[config.mk]
export PLATFORM = sky130hd
export DESIGN_NAME = flash_command_status_unit
export DESIGN_NICKNAME = d
export VERILOG_FILES = /design/src/flash_cmd_pkg.sv /design/src/flash_command_status_unit.sv
export VERILOG_INCLUDE_DIRS = /design/src
export SDC_FILE = /design/constraint.sdc
export NUM_CORES = 1
export LEC_CHECK = 0
export BUFFER_PORTS_ARGS = -buffer_cell sky130_fd_sc_hd__buf_2
export CORE_MARGIN = 2
export CORE_UTILIZATION = 55
export DETAILED_ROUTE_END_ITERATION = 7
export GPL_TIMING_DRIVEN = 0
export PLACE_DENSITY = 0.79
export SLEW_MARGIN = 20
export SYNTH_ARGS = -nofsm -noshare
export SYNTH_HDL_FRONTEND = slang
export SYNTH_SLANG_ARGS = --single-unit
export TNS_END_PERCENT = 10
[constraint.sdc]
create_clock -name clk_i -period 7.5 [get_ports clk_i]
set_clock_uncertainty 0.1 [all_clocks]
set_input_delay 2.25 -clock clk_i [delete_from_list [all_inputs] [get_ports clk_i]]
set_output_delay 2.25 -clock clk_i [all_outputs]
set_load 0.03 [all_outputs]
[src/flash_cmd_map.svh]
// register offsets, field positions, reset values and timing counts of the flash command unit
`ifndef FLASH_CMD_MAP_SVH
`define FLASH_CMD_MAP_SVH

// register byte offsets
`define FCU_OFF_MODE 8'h60
`define FCU_OFF_CMD 8'h64
`define FCU_OFF_STATUS 8'h68

// command word fields
`define FCU_KEY_MSB 31
`define FCU_KEY_LSB 24
`define FCU_KEY_VALUE 8'h5a
`define FCU_PAGE_MSB 17
`define FCU_PAGE_LSB 8
`define FCU_CODE_MSB 3
`define FCU_CODE_LSB 0

// status word bit positions
`define FCU_ST_READY 0
`define FCU_ST_LOCK_ERR 2
`define FCU_ST_PROG_ERR 3
`define FCU_ST_SECURITY 4
`define FCU_ST_GP_LSB 8
`define FCU_ST_LOCK_LSB 16

// mode register interrupt enable positions
`define FCU_EN_READY 0
`define FCU_EN_LOCK_ERR 2
`define FCU_EN_PROG_ERR 3
`define FCU_MODE_RESET 32'h0000_0000

// array geometry
`define FCU_PAGE_BITS 10
`define FCU_REGION_BITS 4
`define FCU_REGIONS 16
`define FCU_GP_BITS 3

// timing
`define FCU_CLK_MHZ 125
`define FCU_PAGE_PROG_TIME_US 6000
`define FCU_ERASE_ALL_TIME_US 15000
`define FCU_NVM_TIME_US 1
`define FCU_PAGE_PROG_CYCLES (`FCU_PAGE_PROG_TIME_US * `FCU_CLK_MHZ)
`define FCU_ERASE_ALL_CYCLES (`FCU_ERASE_ALL_TIME_US * `FCU_CLK_MHZ)
`define FCU_NVM_CYCLES (`FCU_NVM_TIME_US * `FCU_CLK_MHZ)

`endif

[src/flash_cmd_pkg.sv]
// types shared by the flash command unit
package flash_cmd_pkg;

  typedef enum logic [3:0] {
    CMD_NONE = 4'h0,
    CMD_WRITE_PAGE = 4'h1,
    CMD_SET_LOCK = 4'h2,
    CMD_WRITE_PAGE_LOCK = 4'h3,
    CMD_CLEAR_LOCK = 4'h4,
    CMD_ERASE_ALL = 4'h8,
    CMD_SET_GP_BIT = 4'hb,
    CMD_CLEAR_GP_BIT = 4'hd,
    CMD_SET_SECURITY = 4'hf
  } cmd_code_e;

  typedef enum logic [2:0] {
    ST_IDLE = 3'b000,
    ST_PROG = 3'b001,
    ST_LOCK = 3'b010,
    ST_UNLOCK = 3'b011,
    ST_ERASE = 3'b100,
    ST_GP_SET = 3'b101,
    ST_GP_CLEAR = 3'b110,
    ST_SECURE = 3'b111
  } state_e;

endpackage

[src/flash_command_status_unit.sv]
// command decoder, sequencer and status register of the embedded flash controller
//
// The plain strobed port was chosen for this implementation.
`include "flash_cmd_map.svh"
`timescale 1ns/1ns
`default_nettype none

// Behaviour
// - code zero does nothing and leaves the programming error flag alone
// - code 0001 programs the page named in the page field
// - code 0010 locks the region holding the named page
// - code 0011 programs the page then locks its region automatically
// - code 0100 unlocks the region holding the named page
// - code 1000 erases the whole array, cancelled if any region is locked
// - code 1011 sets the general purpose bit given by the page field
// - code 1101 clears the general purpose bit given by the page field
// - code 1111 sets the security bit; page field ignored here and for erase
// - reserved codes set the programming error flag
// - only key 0x5a makes a command word act; software supplies it
// - unused page bits are ignored; any page of a region selects it
// - ready bit 0 reads 0 while busy and 1 when idle
// - lock error flags a locked-region program attempt, cleared by status read
// - programming error flags a bad key or invalid code
// - status bit 4 shows the security bit
// - status bits 8 to 10 show the general purpose bits
// - status bits 16 up show one lock state per region, 1 locked
// - completion raises ready and, if enabled, the interrupt
// - ready, lock error and programming error each have an interrupt enable
// - a general purpose bit index beyond the implemented bits has no effect
module flash_command_status_unit #(
  parameter int unsigned PROG_CYCLES = `FCU_PAGE_PROG_CYCLES,
  parameter int unsigned ERASE_CYCLES = `FCU_ERASE_ALL_CYCLES,
  parameter int unsigned NVM_CYCLES = `FCU_NVM_CYCLES
) (
  // clock and reset
  input wire logic clk_i,
  input wire logic rst_i,
  // register port
  input wire logic [7:0] addr_i,
  input wire logic [31:0] wdata_i,
  input wire logic wr_i,
  input wire logic rd_i,
  output logic [31:0] rdata_o,
  // controller status
  output logic ready_o,
  output logic irq_o,
  // flash array operation strobes
  output logic prog_start_o,
  output logic erase_start_o,
  output logic [`FCU_PAGE_BITS-1:0] page_o
);

  flash_cmd_pkg::state_e state;
  flash_cmd_pkg::state_e next_state;
  logic [31:0] timer;
  logic [`FCU_PAGE_BITS-1:0] cmd_page;
  logic lock_after_prog;
  logic [`FCU_REGIONS-1:0] region_locked;
  logic [`FCU_GP_BITS-1:0] gp_bits;
  logic security;
  logic lock_err;
  logic prog_err;
  logic en_ready;
  logic en_lock_err;
  logic en_prog_err;

  logic cmd_wr;
  logic key_ok;
  logic accept;
  logic bad_cmd;
  logic lock_violation;
  logic status_rd;
  logic op_done;
  flash_cmd_pkg::cmd_code_e code;
  logic [`FCU_PAGE_BITS-1:0] wr_page;
  logic [31:0] status_word;

  // region of a page: upper page bits only, lower bits do not matter
  function automatic logic [`FCU_REGION_BITS-1:0] region_of(input logic [`FCU_PAGE_BITS-1:0] page);
    region_of = page[`FCU_PAGE_BITS-1:`FCU_PAGE_BITS-`FCU_REGION_BITS];
  endfunction

  // code belongs to the defined set
  function automatic logic code_valid(input flash_cmd_pkg::cmd_code_e c);
    case (c)
      flash_cmd_pkg::CMD_NONE,
      flash_cmd_pkg::CMD_WRITE_PAGE,
      flash_cmd_pkg::CMD_SET_LOCK,
      flash_cmd_pkg::CMD_WRITE_PAGE_LOCK,
      flash_cmd_pkg::CMD_CLEAR_LOCK,
      flash_cmd_pkg::CMD_ERASE_ALL,
      flash_cmd_pkg::CMD_SET_GP_BIT,
      flash_cmd_pkg::CMD_CLEAR_GP_BIT,
      flash_cmd_pkg::CMD_SET_SECURITY: code_valid = 1'b1;
      default: code_valid = 1'b0;
    endcase
  endfunction

  // general purpose index check, wide page field compared in full
  function automatic logic gp_index_ok(input logic [`FCU_PAGE_BITS-1:0] page);
    gp_index_ok = (page < `FCU_PAGE_BITS'(`FCU_GP_BITS));
  endfunction

  // cycles minus one spent in a busy state
  function automatic logic [31:0] load_for(input flash_cmd_pkg::state_e s);
    case (s)
      flash_cmd_pkg::ST_PROG: load_for = PROG_CYCLES - 32'd1;
      flash_cmd_pkg::ST_ERASE: load_for = ERASE_CYCLES - 32'd1;
      flash_cmd_pkg::ST_IDLE: load_for = 32'd0;
      default: load_for = NVM_CYCLES - 32'd1;
    endcase
  endfunction

  // command word decode
  assign cmd_wr = wr_i && (addr_i == `FCU_OFF_CMD);
  assign key_ok = (wdata_i[`FCU_KEY_MSB:`FCU_KEY_LSB] == `FCU_KEY_VALUE);
  assign code = flash_cmd_pkg::cmd_code_e'(wdata_i[`FCU_CODE_MSB:`FCU_CODE_LSB]);
  assign wr_page = wdata_i[`FCU_PAGE_MSB:`FCU_PAGE_LSB];
  // a write while busy is dropped, the sequencer cannot queue a second command
  assign accept = cmd_wr && key_ok && (state == flash_cmd_pkg::ST_IDLE);
  assign bad_cmd = cmd_wr && (!key_ok || !code_valid(code));
  assign status_rd = rd_i && (addr_i == `FCU_OFF_STATUS);
  assign op_done = (state != flash_cmd_pkg::ST_IDLE) && (timer == 32'd0);

  // program attempts into a locked region, and erase-all with any lock
  always_comb
  begin
    lock_violation = 1'b0;
    if (accept)
    begin
      case (code)
        flash_cmd_pkg::CMD_WRITE_PAGE,
        flash_cmd_pkg::CMD_WRITE_PAGE_LOCK: lock_violation = region_locked[region_of(wr_page)];
        flash_cmd_pkg::CMD_ERASE_ALL: lock_violation = |region_locked;
        default: lock_violation = 1'b0;
      endcase
    end
  end

  // sequencer next state
  always_comb
  begin
    next_state = state;
    case (state)
      flash_cmd_pkg::ST_IDLE:
      begin
        if (accept)
        begin
          case (code)
            flash_cmd_pkg::CMD_WRITE_PAGE,
            flash_cmd_pkg::CMD_WRITE_PAGE_LOCK:
            begin
              if (!lock_violation)
              begin
                next_state = flash_cmd_pkg::ST_PROG;
              end
            end
            flash_cmd_pkg::CMD_SET_LOCK: next_state = flash_cmd_pkg::ST_LOCK;
            flash_cmd_pkg::CMD_CLEAR_LOCK: next_state = flash_cmd_pkg::ST_UNLOCK;
            flash_cmd_pkg::CMD_ERASE_ALL:
            begin
              if (!lock_violation)
              begin
                next_state = flash_cmd_pkg::ST_ERASE;
              end
            end
            flash_cmd_pkg::CMD_SET_GP_BIT:
            begin
              if (gp_index_ok(wr_page))
              begin
                next_state = flash_cmd_pkg::ST_GP_SET;
              end
            end
            flash_cmd_pkg::CMD_CLEAR_GP_BIT:
            begin
              if (gp_index_ok(wr_page))
              begin
                next_state = flash_cmd_pkg::ST_GP_CLEAR;
              end
            end
            flash_cmd_pkg::CMD_SET_SECURITY: next_state = flash_cmd_pkg::ST_SECURE;
            default: next_state = flash_cmd_pkg::ST_IDLE;
          endcase
        end
      end
      flash_cmd_pkg::ST_PROG:
      begin
        if (op_done)
        begin
          next_state = lock_after_prog ? flash_cmd_pkg::ST_LOCK : flash_cmd_pkg::ST_IDLE;
        end
      end
      default:
      begin
        if (op_done)
        begin
          next_state = flash_cmd_pkg::ST_IDLE;
        end
      end
    endcase
  end

  // sequencer state
  always_ff @(posedge clk_i or posedge rst_i)
  begin
    if (rst_i)
    begin
      state <= flash_cmd_pkg::ST_IDLE;
    end
    else
    begin
      state <= next_state;
    end
  end

  // operation timer, reloaded on every state change
  always_ff @(posedge clk_i or posedge rst_i)
  begin
    if (rst_i)
    begin
      timer <= 32'd0;
    end
    else if (next_state != state)
    begin
      timer <= load_for(next_state);
    end
    else if (timer != 32'd0)
    begin
      timer <= timer - 32'd1;
    end
  end

  // command operands held for the whole sequence
  always_ff @(posedge clk_i or posedge rst_i)
  begin
    if (rst_i)
    begin
      cmd_page <= '0;
      lock_after_prog <= 1'b0;
    end
    else if (accept)
    begin
      cmd_page <= wr_page;
      lock_after_prog <= (code == flash_cmd_pkg::CMD_WRITE_PAGE_LOCK);
    end
  end

  // region lock bits, updated when the nvm cycle finishes
  always_ff @(posedge clk_i or posedge rst_i)
  begin
    if (rst_i)
    begin
      region_locked <= '0;
    end
    else if (op_done && (state == flash_cmd_pkg::ST_LOCK))
    begin
      region_locked[region_of(cmd_page)] <= 1'b1;
    end
    else if (op_done && (state == flash_cmd_pkg::ST_UNLOCK))
    begin
      region_locked[region_of(cmd_page)] <= 1'b0;
    end
  end

  // general purpose nonvolatile bits
  always_ff @(posedge clk_i or posedge rst_i)
  begin
    if (rst_i)
    begin
      gp_bits <= '0;
    end
    else if (op_done && (state == flash_cmd_pkg::ST_GP_SET))
    begin
      gp_bits[cmd_page[1:0]] <= 1'b1;
    end
    else if (op_done && (state == flash_cmd_pkg::ST_GP_CLEAR))
    begin
      gp_bits[cmd_page[1:0]] <= 1'b0;
    end
  end

  // security bit; only an external erase could clear it, which lives elsewhere
  always_ff @(posedge clk_i or posedge rst_i)
  begin
    if (rst_i)
    begin
      security <= 1'b0;
    end
    else if (op_done && (state == flash_cmd_pkg::ST_SECURE))
    begin
      security <= 1'b1;
    end
  end

  // lock error: a new event wins over the clear by a status read
  always_ff @(posedge clk_i or posedge rst_i)
  begin
    if (rst_i)
    begin
      lock_err <= 1'b0;
    end
    else if (lock_violation)
    begin
      lock_err <= 1'b1;
    end
    else if (status_rd)
    begin
      lock_err <= 1'b0;
    end
  end

  // programming error: same set-over-clear priority as lock error
  always_ff @(posedge clk_i or posedge rst_i)
  begin
    if (rst_i)
    begin
      prog_err <= 1'b0;
    end
    else if (bad_cmd)
    begin
      prog_err <= 1'b1;
    end
    else if (status_rd)
    begin
      prog_err <= 1'b0;
    end
  end

  // interrupt enables in the mode register
  always_ff @(posedge clk_i or posedge rst_i)
  begin
    if (rst_i)
    begin
      en_ready <= 1'(`FCU_MODE_RESET >> `FCU_EN_READY);
      en_lock_err <= 1'b0;
      en_prog_err <= 1'b0;
    end
    else if (wr_i && (addr_i == `FCU_OFF_MODE))
    begin
      en_ready <= wdata_i[`FCU_EN_READY];
      en_lock_err <= wdata_i[`FCU_EN_LOCK_ERR];
      en_prog_err <= wdata_i[`FCU_EN_PROG_ERR];
    end
  end

  // status word assembly; unused bits read zero
  always_comb
  begin
    status_word = 32'h0000_0000;
    status_word[`FCU_ST_READY] = (state == flash_cmd_pkg::ST_IDLE);
    status_word[`FCU_ST_LOCK_ERR] = lock_err;
    status_word[`FCU_ST_PROG_ERR] = prog_err;
    status_word[`FCU_ST_SECURITY] = security;
    status_word[`FCU_ST_GP_LSB +: `FCU_GP_BITS] = gp_bits;
    status_word[`FCU_ST_LOCK_LSB +: `FCU_REGIONS] = region_locked;
  end

  // read data, valid the cycle after the read strobe; unmapped reads give zero
  always_ff @(posedge clk_i or posedge rst_i)
  begin
    if (rst_i)
    begin
      rdata_o <= 32'h0000_0000;
    end
    else if (rd_i)
    begin
      case (addr_i)
        `FCU_OFF_STATUS: rdata_o <= status_word;
        `FCU_OFF_MODE: rdata_o <= {28'h0000000, en_prog_err, en_lock_err, 1'b0, en_ready};
        default: rdata_o <= 32'h0000_0000;
      endcase
    end
    else
    begin
      rdata_o <= 32'h0000_0000;
    end
  end

  // array strobes: one pulse as a program or erase phase begins
  always_ff @(posedge clk_i or posedge rst_i)
  begin
    if (rst_i)
    begin
      prog_start_o <= 1'b0;
      erase_start_o <= 1'b0;
      page_o <= '0;
    end
    else
    begin
      prog_start_o <= (next_state == flash_cmd_pkg::ST_PROG) && (state != flash_cmd_pkg::ST_PROG);
      erase_start_o <= (next_state == flash_cmd_pkg::ST_ERASE) && (state != flash_cmd_pkg::ST_ERASE);
      if (accept)
      begin
        page_o <= wr_page;
      end
    end
  end

  // ready and interrupt are levels; the line stays up while any enabled cause is set
  assign ready_o = (state == flash_cmd_pkg::ST_IDLE);
  assign irq_o = (en_ready && ready_o) || (en_lock_err && lock_err) || (en_prog_err && prog_err);

endmodule

`default_nettype wire

==> out/qor.yml, run 1 <==
synthesis:
  synth_cell_types: 64
  synth_edf_count: 0
  synth_seq_area_share: 0.490
  synth_area_sq_mm: 0.00491
  synthArstFlopShare: 1.00
  synth_top_cell_by_area: "dfrtp_1"
  yosysWarningCount: 0
  synth_top_cell_area_share: 0.490
  synth.most_common_cell: "dfrtp_1"
  synthCells: 481
  syn_avg_cell_area_sq_um: 10.2
  synth.top_cells.by_count: "96 x dfrtp_1, 42 x nor2_1, 39 x o21ai_0, 31 x nand2_1"
  ys.flop_type: "dfrtp_1"
  synth_top_cells_by_area: "dfrtp_1 49%, o21ai_0 4.0%, nor2_1 3.2%"
  ys_seq_elements: 96
drt:
  vias: 3892
  via_per_inst: 5.71
  routed_wl_microns: 10400
  ant_nets: 0
  firstDrtPassIters: 4
  drt_iter0_drc: 150
  wl_per_cell_microns: 15.3
  route.detailed.drc: 0
clock_tree:
  cts_tree: "yes"
  post_cts_buffers: 0
  cts_buffer_depth: 2
  cts_num_sinks: 96
  path_clk_slew_ps: 100
  cts_resized: 0
  cts_hold_buf: 0
  cts_made_buffers: 9
  clock_latency_ps: 380
  cts_max_level: 3
  cts-root-buf: "clkbuf_8"
final_layout:
  nNetsFinal: 618
  multiInputGateArea_sq_mm: 0.00231
  fillers: 707
  stdcell_count: 682
  utilization: 0.651
  seq_area_sq_mm: 0.00240
  num_antenna_cells: 0
  syn_to_final_growth_pct: 15.0
  drive_gt1_frac: 0.230
grt:
  grt.total_usage: 0.230
  antenna_found_initial: 0
  overflow: 0
  first_global_vias: 3973
  grt_max_degree: 68
  grt_pass1_wl_microns: 18100
power:
  ir_worst_vdd_v: 0.000106
  p_per_area_mw_per_mm2: 163
  p_leak_uw: 0.00272
placement:
  gp_congestion: 0.872
  dp_slack_ps: 2630
  placed_cells: 666
  dp_hpwl_microns: 7860
  numPortBuffers: 68
min_path:
  hp-start: "security"
  hold_path_class: "reg -> reg"
die:
  die_x_microns: 98.5
  dieArea_sq_mm: 0.00969
  core-area_sq_mm: 0.00868
  rows: 34
  io_pins: 90
  die_height_microns: 98.5
  initial_core_util: 0.565
sta:
  period_share: 0.609
  fin_tns_setup_ps: 0
  max_freq_mhz: 219
  rsz0062_at_grt: "false"
  period_needed_ps: 4570
  worst_pin_slew_ps: 887
  finalWorstSetupSlack_ps: 2930
  hold_viol: 0
  timing.hold.ws_ps: 388
  worst_slew_margin_rel: 0.403
  drv_slew: 0
  setup_viol: 0
setup_path:
  cpMaxStageDelayCell: "nor4_1"
  crit_path_max_fanout: 10
  crit_start: "wdata_i[14]"
  cpPeakStageDelay_ps: 700
  crit_chain: "buf_2, nor4_1, a31oi_1, o32ai_1, nand2_1, or3_1, a21bo_2, clkbuf_1, o21ai_0"
  critPathKind: "in -> reg"
  cp-start-kind: "input port"
  crit_arrival_ps: 4760
  timing.rr.start: "timer[0]"
  cp_data_required_time_ps: 7690
  cp-end-kind: "register"
status:
  status: "finished clean"
flow_run:
  maxCapViolCount: 0
cell usage in the layout, fill, tap and decap left out, types with 5 or more instances in the layout:
cell type	Yosys	routed
o31ai_1	14	14
nand3_1	11	11
a31oi_1	5	5
dfrtp_1	96	96
a21oi_1	12	12
ha_1	5	5
xor2_1	13	13
or4_1	5	5
o21ai_0	39	39
clkbuf_1	13	13
nand2b_1	6	6
buf_4	11	11
inv_1	21	20
nor4_1	16	16
or3_1	6	6
mux2i_1	9	9
nand2_1	31	31
mux2_2	12	12
buf_2	2	70
nor2_1	42	42
nor3_1	10	10
xnor2_1	14	14
clkbuf_8	0	9
and2_1	21	21
conb_1	1	9
nor2b_1	5	5
worst paths after layout:
kind | endpoint | slack (ps) | depth (start not counted)
max | timer[16] | 2930 | 9
min | security | 390 | 1
max reg2reg | timer[21] | 4270 | 10
min reg2reg | security | 390 | 1
max in group asynchronous | state[1] | 4970 | 3
min in group asynchronous | rdata_o[3] | 1730 | 2
critical path, delay by kind of cell:
kind	cells	cell delay (ps)
buf+inv	2	410
compound gates	4	900
simple gates	3	1180
cell type report:
cell class | instances | area share
clock buffer | 9 | 0.0219
sequential | 96 | 0.426
multi-input combinational | 345 | 0.409
timing repair buffer | 69 | 0.0652
inverter | 21 | 0.0148
tap | 108 | 0.0239
buffer | 27 | 0.0257
clock inverter | 7 | 0.0135
where the power goes:
group,switching (uW),total (uW),internal (uW)
clock,209,343,134
combinational,35.9,56.8,20.9
sequential,1.89,521,519
total,247,921,674
through the flow:
stage,total power (uW),instance area [sq um]
finish,921,5650
global placement,585,5410
global route,955,5650
detailed placement,588,5450
CTS,927,5650
floorplan,568,4940
cells by family (layout without fill, tap and decap cells):
kind of cell,after synthesis,after routing,synth area share
AOI/OAI and AO/OA,93,93,0.120
xor gates and xnor gates,27,27,0.0482
adders and majority gates,5,5,0.0127
buffers and inverters,48,133,0.0456
DFF,96,96,0.490
muxes,23,23,0.0551
other,1,9,0.000764
and+or+nand+nor,188,188,0.228
routing by layer:
layer / vias up / GRT usage / routed length, microns
li1: 1881 / - / -
met1: 1872 / 0.288 / 4370
met2: 114 / 0.396 / 5280
met3: 25 / 0.0447 / 548
met4: 0 / 0.0917 / 237
met5: - / 0 / 0
Note: power is estimated with default switching activity, not from simulation.
==> run 2: changes to the inputs <==
Settings changed: CORE_UTILIZATION 55 to 50, PLACE_DENSITY 0.79 to 0.76.
Clock period 7.5 ns to 4.1 ns, I/O delays scaled along.
==> out/qor.yml, run 2 (synthesis gave the netlist of run 1 again) <==
sta:
  hold_viol: 0
  period_share: 0.868
  timing.hold.ws_ps: 394
  rsz0062_at_grt: "false"
  max_freq_mhz: 281
  worst_pin_slew_ps: 945
  setup_viol: 0
  period_needed_ps: 3560
  worst_slew_margin_rel: 0.364
  drv_slew: 0
  finalWorstSetupSlack_ps: 542
drt:
  wl_per_cell_microns: 15.0
  vias: 3856
  routed_wl_microns: 10600
  drt_iter0_drc: 153
  route.detailed.drc: 0
  ant_nets: 0
  via_per_inst: 5.45
  firstDrtPassIters: 4
clock_tree:
  cts_buffer_depth: 2
  path_clk_slew_ps: 90
  cts_tree: "yes"
  cts_hold_buf: 0
  clock_latency_ps: 380
  cts_max_level: 3
  cts_resized: 0
  post_cts_buffers: 0
  cts_made_buffers: 9
  cts-root-buf: "clkbuf_8"
  cts_num_sinks: 96
placement:
  dp_slack_ps: 175
  numPortBuffers: 68
  gp_congestion: 0.899
  post_dp_cell_area_sq_mm: 0.00548
  dp_hpwl_microns: 7930
die:
  core-area_sq_mm: 0.00964
  rows: 36
  io_pins: 90
  die_height_microns: 103
  initial_core_util: 0.509
  die_x_microns: 103
  dieArea_sq_mm: 0.0106
grt:
  overflow: 0
  grt_max_degree: 63
  antenna_found_initial: 0
  first_global_vias: 3673
  grt_pass1_wl_microns: 17300
  grt.total_usage: 0.210
power:
  power.share.clock: 0.375
  p_leak_uw: 0.00272
  ir_worst_vdd_v: 0.000300
  p_seq_frac: 0.563
  power_frac_comb: 0.062
  p_total_uw: 1690
  p_per_area_mw_per_mm2: 298
  p_sw_uw: 415
  p_int_uw: 1280
  netSwitchingFraction: 0.245
setup_path:
  cp_data_required_time_ps: 4290
  cp-start-kind: "input port"
  crit_arrival_ps: 3750
  critPathKind: "in -> reg"
  cp-end-kind: "register"
  crit_path_max_fanout: 10
final_layout:
  num_antenna_cells: 0
  final_cell_mix: "96 x dfrtp_1, 70 x buf_2, 42 x nor2_1"
  final_area_sq_mm: 0.00568
  fillers: 820
  layout_commonest_cell: "dfrtp_1"
  drive_gt1_frac: 0.230
  nNetsFinal: 618
  syn_to_final_growth_pct: 15.8
min_path:
  hold_path_class: "reg -> reg"
flow_run:
  maxCapViolCount: 0
status:
  status: "finished clean"
## run 2: cell count changes in the layout (fill, tap and decap cells not counted), sizes merged
cell,delta
bufinv,+1
clkinv,+2
clkinvlp,+1
inv,-4
## run 2: through the flow
| stage | util | std cells | TNS, ps |
|---|---|---|---|
| 2_1_floorplan | - | 489 | 0 |
| 3_3_place_gp | 0.565 | 690 | -72830 |
| 3_5_place_dp | 0.568 | 691 | 0 |
| 4_1_cts | 0.589 | 707 | 0 |
| 5_1_grt | 0.589 | 707 | 0 |
| 6_report | 0.589 | 707 | 0 |
## run 2: area by class of cell
| type | instances | area, sq um | share of cell area |
|---|---|---|---|
| Clock inverter | 7 | 80.1 | 0.0141 |
| Sequential cell | 96 | 2400 | 0.423 |
| Multi-Input combinational cell | 345 | 2310 | 0.407 |
| Timing Repair Buffer | 69 | 368 | 0.0648 |
| Tap cell | 133 | 166 | 0.0293 |
| Clock buffer | 9 | 124 | 0.0218 |
| Inverter | 21 | 83.8 | 0.0148 |
| Buffer | 27 | 145 | 0.0256 |
## run 2: path summary, 6_finish.rpt
kind / endpoint / cells after the start / start / slack [ps]
max: timer[11] / 9 / wdata_i[14] / 540
min: rdata_o[4] / 1 / security / 390
max reg2reg: timer[30] / 10 / timer[0] / 870
min reg2reg: rdata_o[4] / 1 / security / 390
max in group asynchronous: timer[4] / 3 / rst_i / 2580
min in group asynchronous: rdata_o[0] / 2 / rst_i / 730
## run 2: worst max-delay path, stage by stage
cell and delay [ps]:
buf_2 180, nor4_1 740, a31oi_1 190, o32ai_1 200, nand2_1 110, or3_1 380, a21bo_2 270, clkbuf_1 220
o21ai_0 230
## run 2: metal layers
layer	up-vias	part of all wire	global-route usage	routed length (microns)
met5	-	0	0	0
met4	0	0.022	0.0901	235
met3	20	0.043	0.0434	455
met2	91	0.49	0.344	5210
met1	1871	0.44	0.272	4720
li1	1874	-	-	-
## run 2: power by group through the flow
| stage | sequential (uW) | combinational [uW] | clock [uW] |
|---|---|---|---|
| 6_report | 953 | 104 | 635 |
| 3_3_place_gp | 972 | 98.5 | 0 |
| 4_1_cts | 953 | 105 | 651 |
| 2_1_floorplan | 971 | 67.7 | 0 |
| 3_5_place_dp | 972 | 105 | 0 |
| 5_1_grt | 954 | 117 | 685 |
